<file path="config.mk">
export PLATFORM = sky130hd
export DESIGN_NAME = eix_exec
export DESIGN_NICKNAME = d
export VERILOG_FILES = /design/src/common/eix_pkg.sv /design/src/design/eix_exec.sv
export SDC_FILE = /design/constraint.sdc
export NUM_CORES = 1
export LEC_CHECK = 0
export CORE_MARGIN = 5
export CORE_UTILIZATION = 32
export CTS_CLUSTER_SIZE = 24
export DETAILED_ROUTE_END_ITERATION = 8
export DONT_BUFFER_PORTS = 1
export PLACE_DENSITY = 0.45
export SYNTH_ARGS = -nofsm -noshare
export SYNTH_HDL_FRONTEND = slang
export SYNTH_SLANG_ARGS = --single-unit
</file>
<file path="constraint.sdc">
create_clock -name core_clk_in -period 2.65 [get_ports core_clk_in]
set_input_delay 0.53 -clock core_clk_in [delete_from_list [all_inputs] [get_ports core_clk_in]]
set_output_delay 0.53 -clock core_clk_in [all_outputs]
set_load 0.01 [all_outputs]
</file>
<file path="src/common/eix_pkg.sv">
// Constants shared by the extended indexed instruction executor.
// Assumes one core clock edge per instruction cycle; no other imports.
package eix_pkg;

    // Opcode patterns and the bit fields that select them.
    localparam logic [9:0] ADD_RET_OPCODE = 10'h3A3;
    localparam int ADD_RET_OP_LSB = 6;
    localparam logic [15:0] CALL_W_OPCODE = 16'h0014;
    localparam logic [8:0] MOVE_W1_OPCODE = 9'h1D6;
    localparam int MOVE_W1_OP_LSB = 7;
    localparam logic [3:0] MOVE_W2_OPCODE = 4'hF;
    localparam int MOVE_W2_OP_LSB = 12;

    // Field widths.
    localparam int LIT_W = 6;
    localparam int OFFS_W = 7;
    localparam int ADDR_W = 12;
    localparam int PC_W = 21;
    localparam int BYTE_W = 8;

    // Step from the current word to the next instruction address.
    localparam logic [PC_W-1:0] PC_STEP = 21'h000002;

    // Reset and fill values.
    localparam logic [ADDR_W-1:0] INDEX_RESET = 12'h000;
    localparam logic [PC_W-1:0] PC_RESET = 21'h000000;
    localparam logic [BYTE_W-1:0] INDIRECT_READ_VALUE = 8'h00;

    // Indirect addressing registers: three groups of consecutive addresses.
    localparam int IND_GRPS = 3;
    localparam logic [ADDR_W-1:0] IND_GRP_SIZE = 12'h005;
    localparam logic [ADDR_W-1:0] IND_GRP_BASE [IND_GRPS] = '{12'hFEB, 12'hFE3, 12'hFDB};

    // Sequencer states, Gray coded along decode -> second word / flush.
    typedef enum logic [1:0] {
        EIX_DECODE = 2'b00,
        EIX_MOVE_W2 = 2'b01,
        EIX_FLUSH = 2'b10
    } eix_state_type;

endpackage

</file>
<file path="src/design/eix_exec.sv">
// Decode and execute logic for three extended instructions of an 8-bit core.
// Assumes one instruction word per clock, data memory answering a read on the next edge,
// and that the stack, flags and standard instructions live outside this block.
//
// What this block does
// - Add-literal-and-return is one word of two cycles: the pointer is written in the first, the second is idle.
// - Add-literal-and-return adds its unsigned 6-bit literal to the third index pointer and reloads the PC from the stack top.
// - Add-literal-and-return is recognised as upper byte 1110 1000, next two bits 11, then six literal bits.
// - The computed call is the single fixed word 0000 0000 0001 0100 and takes two cycles, the second idle.
// - The computed call pushes the next instruction address and loads PC from the working register and the latches.
// - The high and upper PC bytes of the computed call are the latch contents at execution time.
// - The computed call leaves the working register, flags and bank select untouched and has no shadow save.
// - The indexed-to-absolute move is two words, 1110 1011 0 plus a 7-bit offset, then 1111 plus a 12-bit address.
// - The move source address is the unsigned 7-bit offset added to the current third index pointer.
// - Source and destination addresses of the move span the whole 4096-byte data space.
// - A move whose source address hits an indirect addressing register moves the value 00h.
`timescale 1ns/100ps

module eix_exec (
    input wire logic core_clk_in,
    input wire logic reset_in,
    input wire logic instr_valid_in,
    input wire logic [15:0] instr_word_in,
    input wire logic [20:0] pc_in,
    input wire logic [7:0] working_register_in,
    input wire logic [7:0] pc_high_latch_in,
    input wire logic [7:0] pc_upper_latch_in,
    input wire logic [20:0] stack_top_in,
    input wire logic index_load_in,
    input wire logic [11:0] index_load_value_in,
    input wire logic [7:0] rd_data_in,
    output logic [11:0] third_index_pointer_out,
    output logic pc_load_out,
    output logic [20:0] pc_value_out,
    output logic push_out,
    output logic [20:0] push_value_out,
    output logic rd_req_out,
    output logic [11:0] rd_addr_out,
    output logic wr_req_out,
    output logic [11:0] wr_addr_out,
    output logic [7:0] wr_data_out,
    output logic discard_out,
    output logic busy_out
);

    ////////////////////////////////////////////////////////////////////////////////
    // Declarations.

    eix_pkg::eix_state_type state_q, state_d;
    logic [11:0] index_q, index_d;
    logic src_ind_q, src_ind_d;
    logic pc_load_q, pc_load_d;
    logic [20:0] pc_value_q, pc_value_d;
    logic push_q, push_d;
    logic [20:0] push_value_q, push_value_d;
    logic rd_req_q, rd_req_d;
    logic [11:0] rd_addr_q, rd_addr_d;
    logic wr_req_q, wr_req_d;
    logic [11:0] wr_addr_q, wr_addr_d;
    logic [7:0] wr_data_q, wr_data_d;
    logic discard_q, discard_d;
    logic busy_q, busy_d;
    logic is_add_ret;
    logic is_call_w;
    logic is_move_w1;
    logic is_move_w2;
    logic [11:0] src_addr;
    logic [eix_pkg::IND_GRPS-1:0] ind_hit;

    ////////////////////////////////////////////////////////////////////////////////
    // Opcode decode.

    assign is_add_ret = instr_word_in[15:eix_pkg::ADD_RET_OP_LSB] == eix_pkg::ADD_RET_OPCODE;
    assign is_call_w = instr_word_in == eix_pkg::CALL_W_OPCODE;
    assign is_move_w1 = instr_word_in[15:eix_pkg::MOVE_W1_OP_LSB] == eix_pkg::MOVE_W1_OPCODE;
    assign is_move_w2 = instr_word_in[15:eix_pkg::MOVE_W2_OP_LSB] == eix_pkg::MOVE_W2_OPCODE;

    // full 12-bit reach; the sum wraps inside the data space.
    assign src_addr = index_q + {5'h00, instr_word_in[eix_pkg::OFFS_W-1:0]};

    // indirect register detection, one comparator pair per pointer group.
    for (genvar g = 0; g < eix_pkg::IND_GRPS; g++) begin : g_ind
        assign ind_hit[g] = (src_addr >= eix_pkg::IND_GRP_BASE[g])
            && (src_addr < eix_pkg::IND_GRP_BASE[g] + eix_pkg::IND_GRP_SIZE);
    end

    ////////////////////////////////////////////////////////////////////////////////
    // Sequencer next state and all output next values.

    // Pulses default low, held values keep their last content.
    always_comb begin
        state_d = state_q;
        index_d = index_q;
        src_ind_d = src_ind_q;
        pc_load_d = 1'b0;
        pc_value_d = pc_value_q;
        push_d = 1'b0;
        push_value_d = push_value_q;
        rd_req_d = 1'b0;
        rd_addr_d = rd_addr_q;
        wr_req_d = 1'b0;
        wr_addr_d = wr_addr_q;
        wr_data_d = wr_data_q;
        discard_d = 1'b0;
        if (index_load_in) begin
            index_d = index_load_value_in;
        end
        unique case (state_q)
            eix_pkg::EIX_DECODE: begin
                if (instr_valid_in && is_add_ret) begin
                    index_d = index_q + {6'h00, instr_word_in[eix_pkg::LIT_W-1:0]};
                    pc_load_d = 1'b1;
                    pc_value_d = stack_top_in;
                    state_d = eix_pkg::EIX_FLUSH;
                end else if (instr_valid_in && is_call_w) begin
                    // no working register or flag write.
                    push_d = 1'b1;
                    push_value_d = pc_in + eix_pkg::PC_STEP;
                    pc_load_d = 1'b1;
                    pc_value_d = {pc_upper_latch_in[eix_pkg::PC_W-2*eix_pkg::BYTE_W-1:0], pc_high_latch_in,
                        working_register_in};
                    state_d = eix_pkg::EIX_FLUSH;
                end else if (instr_valid_in && is_move_w1) begin
                    rd_req_d = 1'b1;
                    rd_addr_d = src_addr;
                    src_ind_d = |ind_hit;
                    state_d = eix_pkg::EIX_MOVE_W2;
                end
            end
            eix_pkg::EIX_MOVE_W2: begin
                if (instr_valid_in) begin
                    state_d = eix_pkg::EIX_DECODE;
                    if (is_move_w2) begin
                        wr_req_d = 1'b1;
                        wr_addr_d = instr_word_in[eix_pkg::ADDR_W-1:0];
                        wr_data_d = src_ind_q ? eix_pkg::INDIRECT_READ_VALUE : rd_data_in;
                    end
                end
            end
            eix_pkg::EIX_FLUSH: begin
                // idle lasts one clock.
                // The second cycle never stalls: a missing fetch must not stretch the instruction.
                discard_d = instr_valid_in;
                state_d = eix_pkg::EIX_DECODE;
            end
            default: begin
                state_d = eix_pkg::EIX_DECODE;
            end
        endcase
        // Busy follows the next state so that the port comes straight from a flip-flop.
        busy_d = state_d != eix_pkg::EIX_DECODE;
    end

    ////////////////////////////////////////////////////////////////////////////////
    // State registers.

    // Synchronous reset to idle decode with all requests low.
    always_ff @(posedge core_clk_in) begin
        if (reset_in) begin
            state_q <= eix_pkg::EIX_DECODE;
            index_q <= eix_pkg::INDEX_RESET;
            src_ind_q <= 1'b0;
            pc_load_q <= 1'b0;
            pc_value_q <= eix_pkg::PC_RESET;
            push_q <= 1'b0;
            push_value_q <= eix_pkg::PC_RESET;
            rd_req_q <= 1'b0;
            rd_addr_q <= eix_pkg::INDEX_RESET;
            wr_req_q <= 1'b0;
            wr_addr_q <= eix_pkg::INDEX_RESET;
            wr_data_q <= eix_pkg::INDIRECT_READ_VALUE;
            discard_q <= 1'b0;
            busy_q <= 1'b0;
        end else begin
            state_q <= state_d;
            index_q <= index_d;
            src_ind_q <= src_ind_d;
            pc_load_q <= pc_load_d;
            pc_value_q <= pc_value_d;
            push_q <= push_d;
            push_value_q <= push_value_d;
            rd_req_q <= rd_req_d;
            rd_addr_q <= rd_addr_d;
            wr_req_q <= wr_req_d;
            wr_addr_q <= wr_addr_d;
            wr_data_q <= wr_data_d;
            discard_q <= discard_d;
            busy_q <= busy_d;
        end
    end

    ////////////////////////////////////////////////////////////////////////////////
    // Outputs straight from flip-flops.

    assign third_index_pointer_out = index_q;
    assign pc_load_out = pc_load_q;
    assign pc_value_out = pc_value_q;
    assign push_out = push_q;
    assign push_value_out = push_value_q;
    assign rd_req_out = rd_req_q;
    assign rd_addr_out = rd_addr_q;
    assign wr_req_out = wr_req_q;
    assign wr_addr_out = wr_addr_q;
    assign wr_data_out = wr_data_q;
    assign discard_out = discard_q;
    assign busy_out = busy_q;

endmodule

</file>
Word-level counts from Yosys, hierarchy flattened
Index checks and enable logic that the tools add are counted.
{"block": "word_totals", "reg_bits": 95, "inputBits": 106, "output_inout_bits": 92, "elab_cells": 69}
{"block": "classes", "addsub": 3, "order_cmp": 6, "eq_ne": 6, "muxes": 15, "bitwise_logic": 6, "reduce_logical": 19}
{"operator": "2-to-1 mux 21 bit", "n": 2}
{"operator": "greater-or-equal comparator 12 bit (second input constant)", "n": 3}
{"operator": "less-than comparator 12 bit (second input constant)", "n": 3}
{"operator": "2-to-1 mux 12 bit", "n": 3}
{"operator": "adder 21 x 2 -> 21 bit (second input constant)", "n": 1}
{"operator": "== test 16 x 5 -> 1 bit (second input constant)", "n": 1}
{"operator": "adder 12 x 6 -> 12 bit", "n": 1}
{"operator": "adder 12 x 7 -> 12 bit", "n": 1}
{"operator": "== test 10 bit (second input constant)", "n": 1}
{"operator": "== test 9 bit (second input constant)", "n": 1}
{"operator": "OR reduction 3 bit", "n": 3}
{"operator": "2-to-1 mux 2 bit", "n": 4}
{"operator": "2-to-1 mux 8 bit", "n": 1}
{"operator": "logical AND 1 bit", "n": 6}
{"operator": "inverter 1 bit", "n": 6}
{"operator": "AND reduction 3 bit", "n": 2}
{"operator": "== test 4 bit (second input constant)", "n": 1}
{"operator": "2-to-1 mux 1 bit", "n": 4}
{"operator": "case mux 2 bit (2 select lines)", "n": 1}
{"operator": "AND reduction 4 bit", "n": 1}
{"operator": "nonzero test 2 bit", "n": 2}
{"operator": "OR reduction 2 bit", "n": 2}
{"operator": "OR reduction 4 bit", "n": 1}
{"operator": "== test 2 x 1 -> 1 bit (second input constant)", "n": 1}
{"operator": "other kinds (3)", "n": 3}

Logic depth before layout (Yosys ltp)
Gate-level depths: netlist of the first run.
{"block": "logic_depth", "depth_word": 7, "ltp_mapped": 8, "mapped_depth_nobuf": 8}

Least setup slack after synthesis of the first run
OpenSTA, ideal clock, no wires.
{"block": "synth_path", "path_type": "input port to flip-flop", "from": "in instr_word_in[0]", "to": "reg src_ind_q", "setup_time_ns": 0.057, "arrival_ns": 2.450, "required_ns": 2.593, "slack_ns": 0.143, "cell_stages": 8, "n_path_buf": 0, "cell_sequence": "ha_1 -> fa_1 -> a211oi_1 -> o21bai_1 -> and2_1 -> a221o_1 -> a211oi_1 -> a21o_1"}
{"block": "synth_between", "elab_chain_cells": 4, "elab_cells_between_ends": 15, "classes_between": "add/sub: 1; order compare: 6; eq/ne: 1; bitwise: 1; reduce/logical: 6"}
{"element": "from (decl)", "line": "eix_exec.sv:23", "text": "input wire logic [15:0] instr_word_in,"}
{"element": "adder 12 x 7 -> 12 bit / == test 16 x 5 -> 1 bit (equally long branches)", "line": "eix_exec.sv:79, eix_exec.sv:74"}
{"element": "greater-or-equal comparator 12 bit (tied with other cells)", "line": "eix_exec.sv:83", "text": "assign ind_hit[g] = (src_addr >= eix_pkg::IND_GRP_BASE[g])"}
{"element": "logical AND 1 bit / inverter 1 bit (equally long branches)"}
{"element": "OR reduction 3 bit / AND reduction 4 bit (equally long branches)"}
{"element": "to (signal assigned)", "line": "eix_exec.sv:177", "text": "src_ind_q <= src_ind_d;"}
{"element": "to (decl)", "line": "eix_exec.sv:51", "text": "logic src_ind_q, src_ind_d;"}
Parallel ways exist; a longest one is shown, timed or not.
A chain may end at the register's enable or synchronous reset.

Final worst setup path of the first run
{"block": "layout_path", "from": "reg index_q[0], in the netlist third_index_pointer_out[0]", "to": "reg src_ind_q"}
{"block": "layout_between", "elab_chain_cells": 4, "elab_cells_between_ends": 11, "classes_between": "add/sub: 1; order compare: 6; reduce/logical: 4"}
{"element": "from (decl)", "line": "eix_exec.sv:50", "text": "logic [11:0] index_q, index_d;"}
{"element": "from (signal assigned)", "line": "eix_exec.sv:161", "text": "index_q <= eix_pkg::INDEX_RESET;"}
{"element": "from (signal assigned)", "line": "eix_exec.sv:176", "text": "index_q <= index_d;"}
{"element": "adder 12 x 7 -> 12 bit *", "line": "eix_exec.sv:79", "text": "assign src_addr = index_q + {5'h00, instr_word_in[eix_pkg::OFFS_W-1:0]};"}
{"element": "greater-or-equal comparator 12 bit / less-than comparator 12 bit (equally long branches)", "line": "eix_exec.sv:83, eix_exec.sv:84"}
{"element": "logical AND 1 bit", "line": "eix_exec.sv:84", "text": "&& (src_addr < eix_pkg::IND_GRP_BASE[g] + eix_pkg::IND_GRP_SIZE);"}
{"element": "OR reduction 3 bit *", "line": "eix_exec.sv:126", "text": "src_ind_d = |ind_hit;"}
Mark *: on every way between the ends. The rest lies on a longest branch, timed or not.

==> results of run 1 <==
==> sequential cells by signal, summed over array words and instances (netlist names) <==
signal,count
wr_data_out,8
state_q,2
discard_out,1
pc_load_out,1
rd_req_out,1
push_out,1
third_index_pointer_out,12
wr_addr_out,12
push_value_out,21
src_ind_q,1
wr_req_out,1
rd_addr_out,12
busy_out,1
pc_value_out,21
==> layer usage <==
layer,up-vias,part of all wire,routed length (um)
met5,-,0,0
met4,0,0.018,240
met1,1803,0.40,5370
met2,143,0.48,6550
li1,1926,-,-
met3,14,0.10,1410
==> worst max-delay path by stage <==
stage | start | endpoint | slack (ns) | cells after the start
floorplan | instr_word_in[0] | src_ind_q$_SDFFE_PP0P_ | 0.14 | 8
global placement | instr_word_in[0] | src_ind_q$_SDFFE_PP0P_ | 0.06 | 8
detailed placement | instr_word_in[0] | src_ind_q$_SDFFE_PP0P_ | 0.06 | 8
CTS | third_index_pointer_out[0]$_SDFF_PP0_ | src_ind_q$_SDFFE_PP0P_ | 0.19 | 8
global route | third_index_pointer_out[0]$_SDFF_PP0_ | src_ind_q$_SDFFE_PP0P_ | 0.03 | 8
finish | third_index_pointer_out[0]$_SDFF_PP0_ | src_ind_q$_SDFFE_PP0P_ | 0.21 | 8
==> cells in the mapped netlist (all sizes together), types with 2 or more instances <==
| cell type | number | share of area |
|---|---|---|
| a211oi | 43 | 0.072 |
| a21o | 5 | 0.0082 |
| a21oi | 45 | 0.049 |
| a31oi | 8 | 0.011 |
| and2 | 3 | 0.0041 |
| and3 | 3 | 0.0041 |
| and4 | 2 | 0.0044 |
| buf | 11 | 0.011 |
| clkbuf | 22 | 0.018 |
| dfxtp | 95 | 0.41 |
| ha | 8 | 0.022 |
| inv | 7 | 0.0057 |
| mux2i | 34 | 0.074 |
| nand2 | 72 | 0.059 |
| nand3 | 15 | 0.016 |
| nand3b | 8 | 0.013 |
| nand4 | 7 | 0.013 |
| nor2 | 74 | 0.060 |
| nor3 | 10 | 0.012 |
| nor4 | 10 | 0.020 |
| nor4b | 3 | 0.0057 |
| o211ai | 3 | 0.0049 |
| o21ai | 9 | 0.0098 |
| o311ai | 3 | 0.0057 |
| or2 | 5 | 0.0068 |
| xnor2 | 19 | 0.036 |
| xor2 | 7 | 0.013 |
==> layout make-up <==
cell class | instances | area share
inverters | 7 | 0.00514
repair buffers | 14 | 0.0230
clock buffers | 9 | 0.0440
well taps | 180 | 0.0440
clock inverters | 7 | 0.0157
multi-input cells | 409 | 0.496
flip-flops and latches | 95 | 0.372
==> through the flow <==
step                      setup WS [ns]  cell area, um2  instances
after global routing             0.0282            5110        721
after floorplan                   0.143            4600        544
final                             0.213            5110        721
after global placement           0.0596            4810        705
after detailed placement         0.0594            4810        705
after CTS                         0.193            5110        721
==> kinds of logic (layout without fill, tap and decap cells) <==
logic type	count (synthesis)	count (layout)	synth area share
AND/OR/NAND/NOR	218	218	0.229
flip-flops	95	95	0.414
multiplexers	34	34	0.0740
buffers and inverters	40	37	0.0351
AO/OA/AOI/OAI	122	122	0.172
XOR/XNOR	26	26	0.0495
adder cells (fa/ha/maj)	9	9	0.0261
==> power by group through the flow <==
stage	Sequential, mW	Clock (mW)	Combinational [mW]
6_report	1.46	1.34	0.199
5_1_grt	1.46	1.48	0.224
2_1_floorplan	1.49	0	0.177
4_1_cts	1.46	1.41	0.200
3_5_place_dp	1.49	0	0.199
3_3_place_gp	1.49	0	0.196
==> worst max-delay path: stages, from the launching register on <==
cell      delay, ns
dfxtp_1        0.38
ha_1           0.24
fa_1           0.40
a211oi_1       0.33
o21bai_1       0.20
and2_1         0.20
a221o_1        0.31
a211oi_1       0.19
a21o_1         0.14
==> key figures, run 1 <==
Global routing
  • Overflow after GRT: 0
  • Met1 usage: 0.179
  • Pin count of the biggest net entering global routing: 96
  • GR peak layer: met2
  • Initial antenna violation count: 0
  • GRT Overall Usage: 0.153
  • Met2 Track Usage GR: 0.249
  • First-pass GRT wire length: roughly 20000 um
  • Met3 Usage GRT: 0.0630
  • Vias in the first global route: 3739

Yosys
  • Number of enable flip-flop cells after synthesis: 0
  • Synth warnings: 0
  • Main flop type after synthesis: dfxtp_1
  • Post-synth ARST share: 0
  • Mean area per synthesized cell: ~8.5 um2
  • Synth unique cells: 48
  • Syn Inst Count: ~540
  • Netlist Area Pre-Place: 4600 um2
  • Syn_nets: approximately 660
  • Flops & latches, synth: 95
  • Seq/Total Area, Yosys: 0.414

Power and ir drop
  • Comb pwr share: 0.066
  • Register share of total power: 0.486
  • Overall power: approximately 3.0 mW
  • Clock power share: 0.448
  • Switch Pwr: 727 uW
  • Pint: about 2.3 mW
  • Worst VDD drop: around 280 uV
  • Pwr per Cell Area: slightly below 600 nW/um2
  • Leakage: 1.66 nW
  • Switching Fraction: 0.242

Floorplan
  • Die width: approximately 130 um
  • Core area: roughly 14000 um2
  • # IOs: around 200
  • Die area: between 15000 and 20000 um2
  • Initial core utilization: 0.329
  • Row count: 43
  • Die H: ~130 um

STA
  • Worst-case hold slack: 0.257 ns
  • Slew Limit Fails: 0
  • Final hold vios: 0
  • Worst Skew: 0.00788 ns
  • Worst-margin pin slew: a little over 0.7 ns
  • Slew margin rel.: 0.518
  • Fin crit share: 0.920
  • RSZ-0062 raised after global routing: no
  • Sum Neg Setup Slack: 0 ns
  • Final setup viols: 0
  • F_max: slightly above 0.4 GHz
  • Min Tclk post-route: around 2.4 ns

Worst setup path
  • Worst Path Max Fanout: 5
  • RR Endpoint: src_ind_q$_SDFFE_PP0P_
  • Req. time, crit path: between 2 and 3 ns
  • WP data arrival: between 2 and 3 ns
  • Kind of critical path: reg2reg
  • R2r worst-path depth: 8
  • Worst R2R Setup Slack: about 0.21 ns
  • CP startpoint kind: register
  • RR Startpoint: third_index_pointer_out[0]$_SDFF_PP0_
  • Critical Path End Type: register

Clock tree
  • CTS tree: done
  • Post-cts sizing count: 0
  • Setup bufs post-CTS: 0
  • Root Driver: clkbuf_16
  • Num CTS Buffers: 9
  • Max Root-Sink Buffers: 2
  • Htree depth: 3
  • TritonCTS Sinks: between 90 and 100
  • Worst-path clk slew: ~0.070 ns
  • Clk_lat worst skew: ~0.35 ns
  • # hold bufs at CTS: 0

Placement
  • Gp weighted congestion: approximately 0.8
  • Port bufs: 0
  • Detail Placement HPWL: 10200 um

Cells and area
  • Filler Cells Inserted: about 1500
  • Most common library cell in the layout ignoring fill and taps: dfxtp_1
  • P&R area growth vs syn: 11.3%
  • Layout cells sized above 1: 0.0795
  • Multi-input gate area: about 2500 um2
  • Nets: between 600 and 700
  • Ant. Diodes: 0
  • Fin util: 0.366
  • Sequential Area: between 1500 and 2000 um2
  • Commonest non-fill, non-tap cells in the layout: dfxtp_1, nor2_1, nand2_1

Routing
  • Detailed-route wire length: 13600 um
  • Post-route ant nets: 0
  • DR vias/cell: ~5.4
  • Routed len/inst: about 19 um
  • DR iter-0 viols: ~140
  • Vias: between 3000 and 4000
  • Post-route DRC: 0
  • Drt pass-1 iters: 6

Min path
  • Worst Hold End: pc_load_out$_SDFF_PP0_
  • Hold Crit Start: reset_in
  • Worst min-delay path class: in2reg
  • Hold Path Depth: 1

Run status
  • Status: complete, no violations

Run
  • Max-Cap Viols: 0
No activity file was read; power rests on OpenSTA's default activity.
==> run 2, diff against run 1 <==
- CELL_PAD_IN_SITES_DETAIL_PLACEMENT: unset -> 1
- CELL_PAD_IN_SITES_GLOBAL_PLACEMENT: unset -> 1
- PLACE_DENSITY: 0.45 -> 0.58
- clock period: 2.65 -> 2.6 ns (I/O delays scaled with it)
==> key figures, run 2 (synthesized netlist as in run 1, its figures left out) <==
Run status
  • Status: complete, no violations

Clock tree
  • Root Driver: clkbuf_16
  • Num CTS Buffers: 9
  • Worst-path clk slew: ~0.07 ns
  • Max Root-Sink Buffers: 2
  • Setup bufs post-CTS: 0
  • # hold bufs at CTS: 0
  • Post-cts sizing count: 0
  • CTS tree: done
  • Clk_lat worst skew: 0.35 ns
  • TritonCTS Sinks: 95
  • Htree depth: 3

Placement
  • DP Area: around 4800 um2
  • Detail Placement HPWL: about 11000 um
  • Placed insts: 706
  • Port bufs: 0
  • Gp weighted congestion: 0.859

STA
  • Sum Neg Setup Slack: 0 ns
  • Slew Limit Fails: 0
  • Min Tclk post-route: about 2.4 ns
  • Fin crit share: 0.919
  • Final hold vios: 0
  • Slew margin rel.: 0.470
  • F_max: ~0.42 GHz
  • RSZ-0062 raised after global routing: no
  • Worst Skew: roughly 0.0096 ns
  • Worst-margin pin slew: slightly below 0.8 ns
  • Final setup viols: 0

Cells and area
  • Sequential Area: around 1900 um2
  • P&R area growth vs syn: 11.1%
  • Ant. Diodes: 0
  • Non-Filler Instances: 722
  • Layout cells sized above 1: 0.0812
  • Commonest non-fill, non-tap cells in the layout: dfxtp_1, nor2_1, nand2_1
  • Filler Cells Inserted: 1664
  • Most common library cell in the layout ignoring fill and taps: dfxtp_1
  • Finished Cell Area: about 5000 um2
  • Nets: about 650
  • Multi-input gate area: 2540 um2

Floorplan
  • Die area: 16900 um2
  • Die H: 130 um
  • Initial core utilization: 0.329
  • # IOs: slightly below 200
  • Row count: 43
  • Die width: 130 um
  • Core area: around 14000 um2

Routing
  • DR iter-0 viols: about 110
  • Drt pass-1 iters: 5
  • Vias: about 4000
  • Post-route DRC: 0
  • DR vias/cell: between 5 and 6
  • Post-route ant nets: 0
  • Detailed-route wire length: 14500 um
  • Routed len/inst: 20.1 um

Power and ir drop
  • Pwr per Cell Area: between 500 and 600 nW/um2
  • Leakage: 1.65 nW
  • Worst VDD drop: 281 uV

Min path
  • Hold Crit Start: reset_in
  • Hold Path Depth: 1
  • Worst Hold End: pc_load_out$_SDFF_PP0_
  • Worst min-delay path class: in2reg

Global routing
  • Initial antenna violation count: 0
  • GRT Overall Usage: 0.167
  • First-pass GRT wire length: 22000 um
  • Overflow after GRT: 0
  • Vias in the first global route: just over 4000
  • Pin count of the biggest net entering global routing: 96

Worst setup path
  • RR Startpoint: third_index_pointer_out[0]$_SDFF_PP0_
  • R2r worst-path depth: 8
  • Worst R2R Setup Slack: 0.21 ns
  • CP startpoint kind: register
  • Kind of critical path: reg2reg
  • Worst Path Max Fanout: 5
  • WP data arrival: about 2.7 ns
  • Critical Path End Type: register
  • RR Endpoint: src_ind_q$_SDFFE_PP0P_
  • Req. time, crit path: ~2.9 ns

Run
  • Max-Cap Viols: 0
run 2: critical path, stage by stage, from the launching register on:
cell and delay [ns]:
dfxtp_1 0.32, ha_1 0.22, fa_1 0.39, a211oi_1 0.34
o21bai_1 0.20, and2_1 0.21, a221o_1 0.31, a211oi_1 0.20
a21o_1 0.14
run 2: area by class of cell:
class / instances / area share
multi-input combinational: 409 / 0.497
clock buffer: 9 / 0.0441
tap: 180 / 0.0441
timing repair buffer: 15 / 0.0245
sequential: 95 / 0.372
clock inverter: 7 / 0.0125
inverter: 7 / 0.00515
run 2: where the power goes:
part / total (mW) / internal (mW) / switching (mW) / leakage (nW)
clock: 1.31 / 0.671 / 0.636 / 0.136
sequential: 1.49 / 1.46 / 0.0206 / 0.767
combinational: 0.209 / 0.0952 / 0.114 / 0.745
total: 3.00 / 2.23 / 0.771 / 1.65
run 2: worst max path at each step:
stage                                                startpoint                endpoint  cells past startpoint
after global routing      third_index_pointer_out[0]$_SDFF_PP0_  src_ind_q$_SDFFE_PP0P_                      8
after floorplan                                instr_word_in[0]  src_ind_q$_SDFFE_PP0P_                      8
after detailed placement                       instr_word_in[0]  src_ind_q$_SDFFE_PP0P_                      8
final                     third_index_pointer_out[0]$_SDFF_PP0_  src_ind_q$_SDFFE_PP0P_                      8
after CTS                 third_index_pointer_out[0]$_SDFF_PP0_  src_ind_q$_SDFFE_PP0P_                      8
after global placement                         instr_word_in[0]  src_ind_q$_SDFFE_PP0P_                      8
run 2: per-stage QoR:
stage	utilization	power (mW)	hold slack [ns]	setup WS (ns)
detailed placement	0.344	1.73	0.489	0.00293
global placement	0.344	1.72	0.485	0.0241
finish	0.365	3.00	0.238	0.209
floorplan	-	1.69	0.465	0.103
CTS	0.365	3.06	0.216	0.185
global route	0.365	3.14	0.223	0.0761
run 2: per-layer routing:
layer	track usage	share of wire	vias up	routed length, um
met3	0.0782	0.11	14	1630
li1	-	-	1924	-
met1	0.188	0.40	1909	5750
met4	0.0654	0.017	0	242
met2	0.276	0.47	125	6860
met5	0	0	-	0
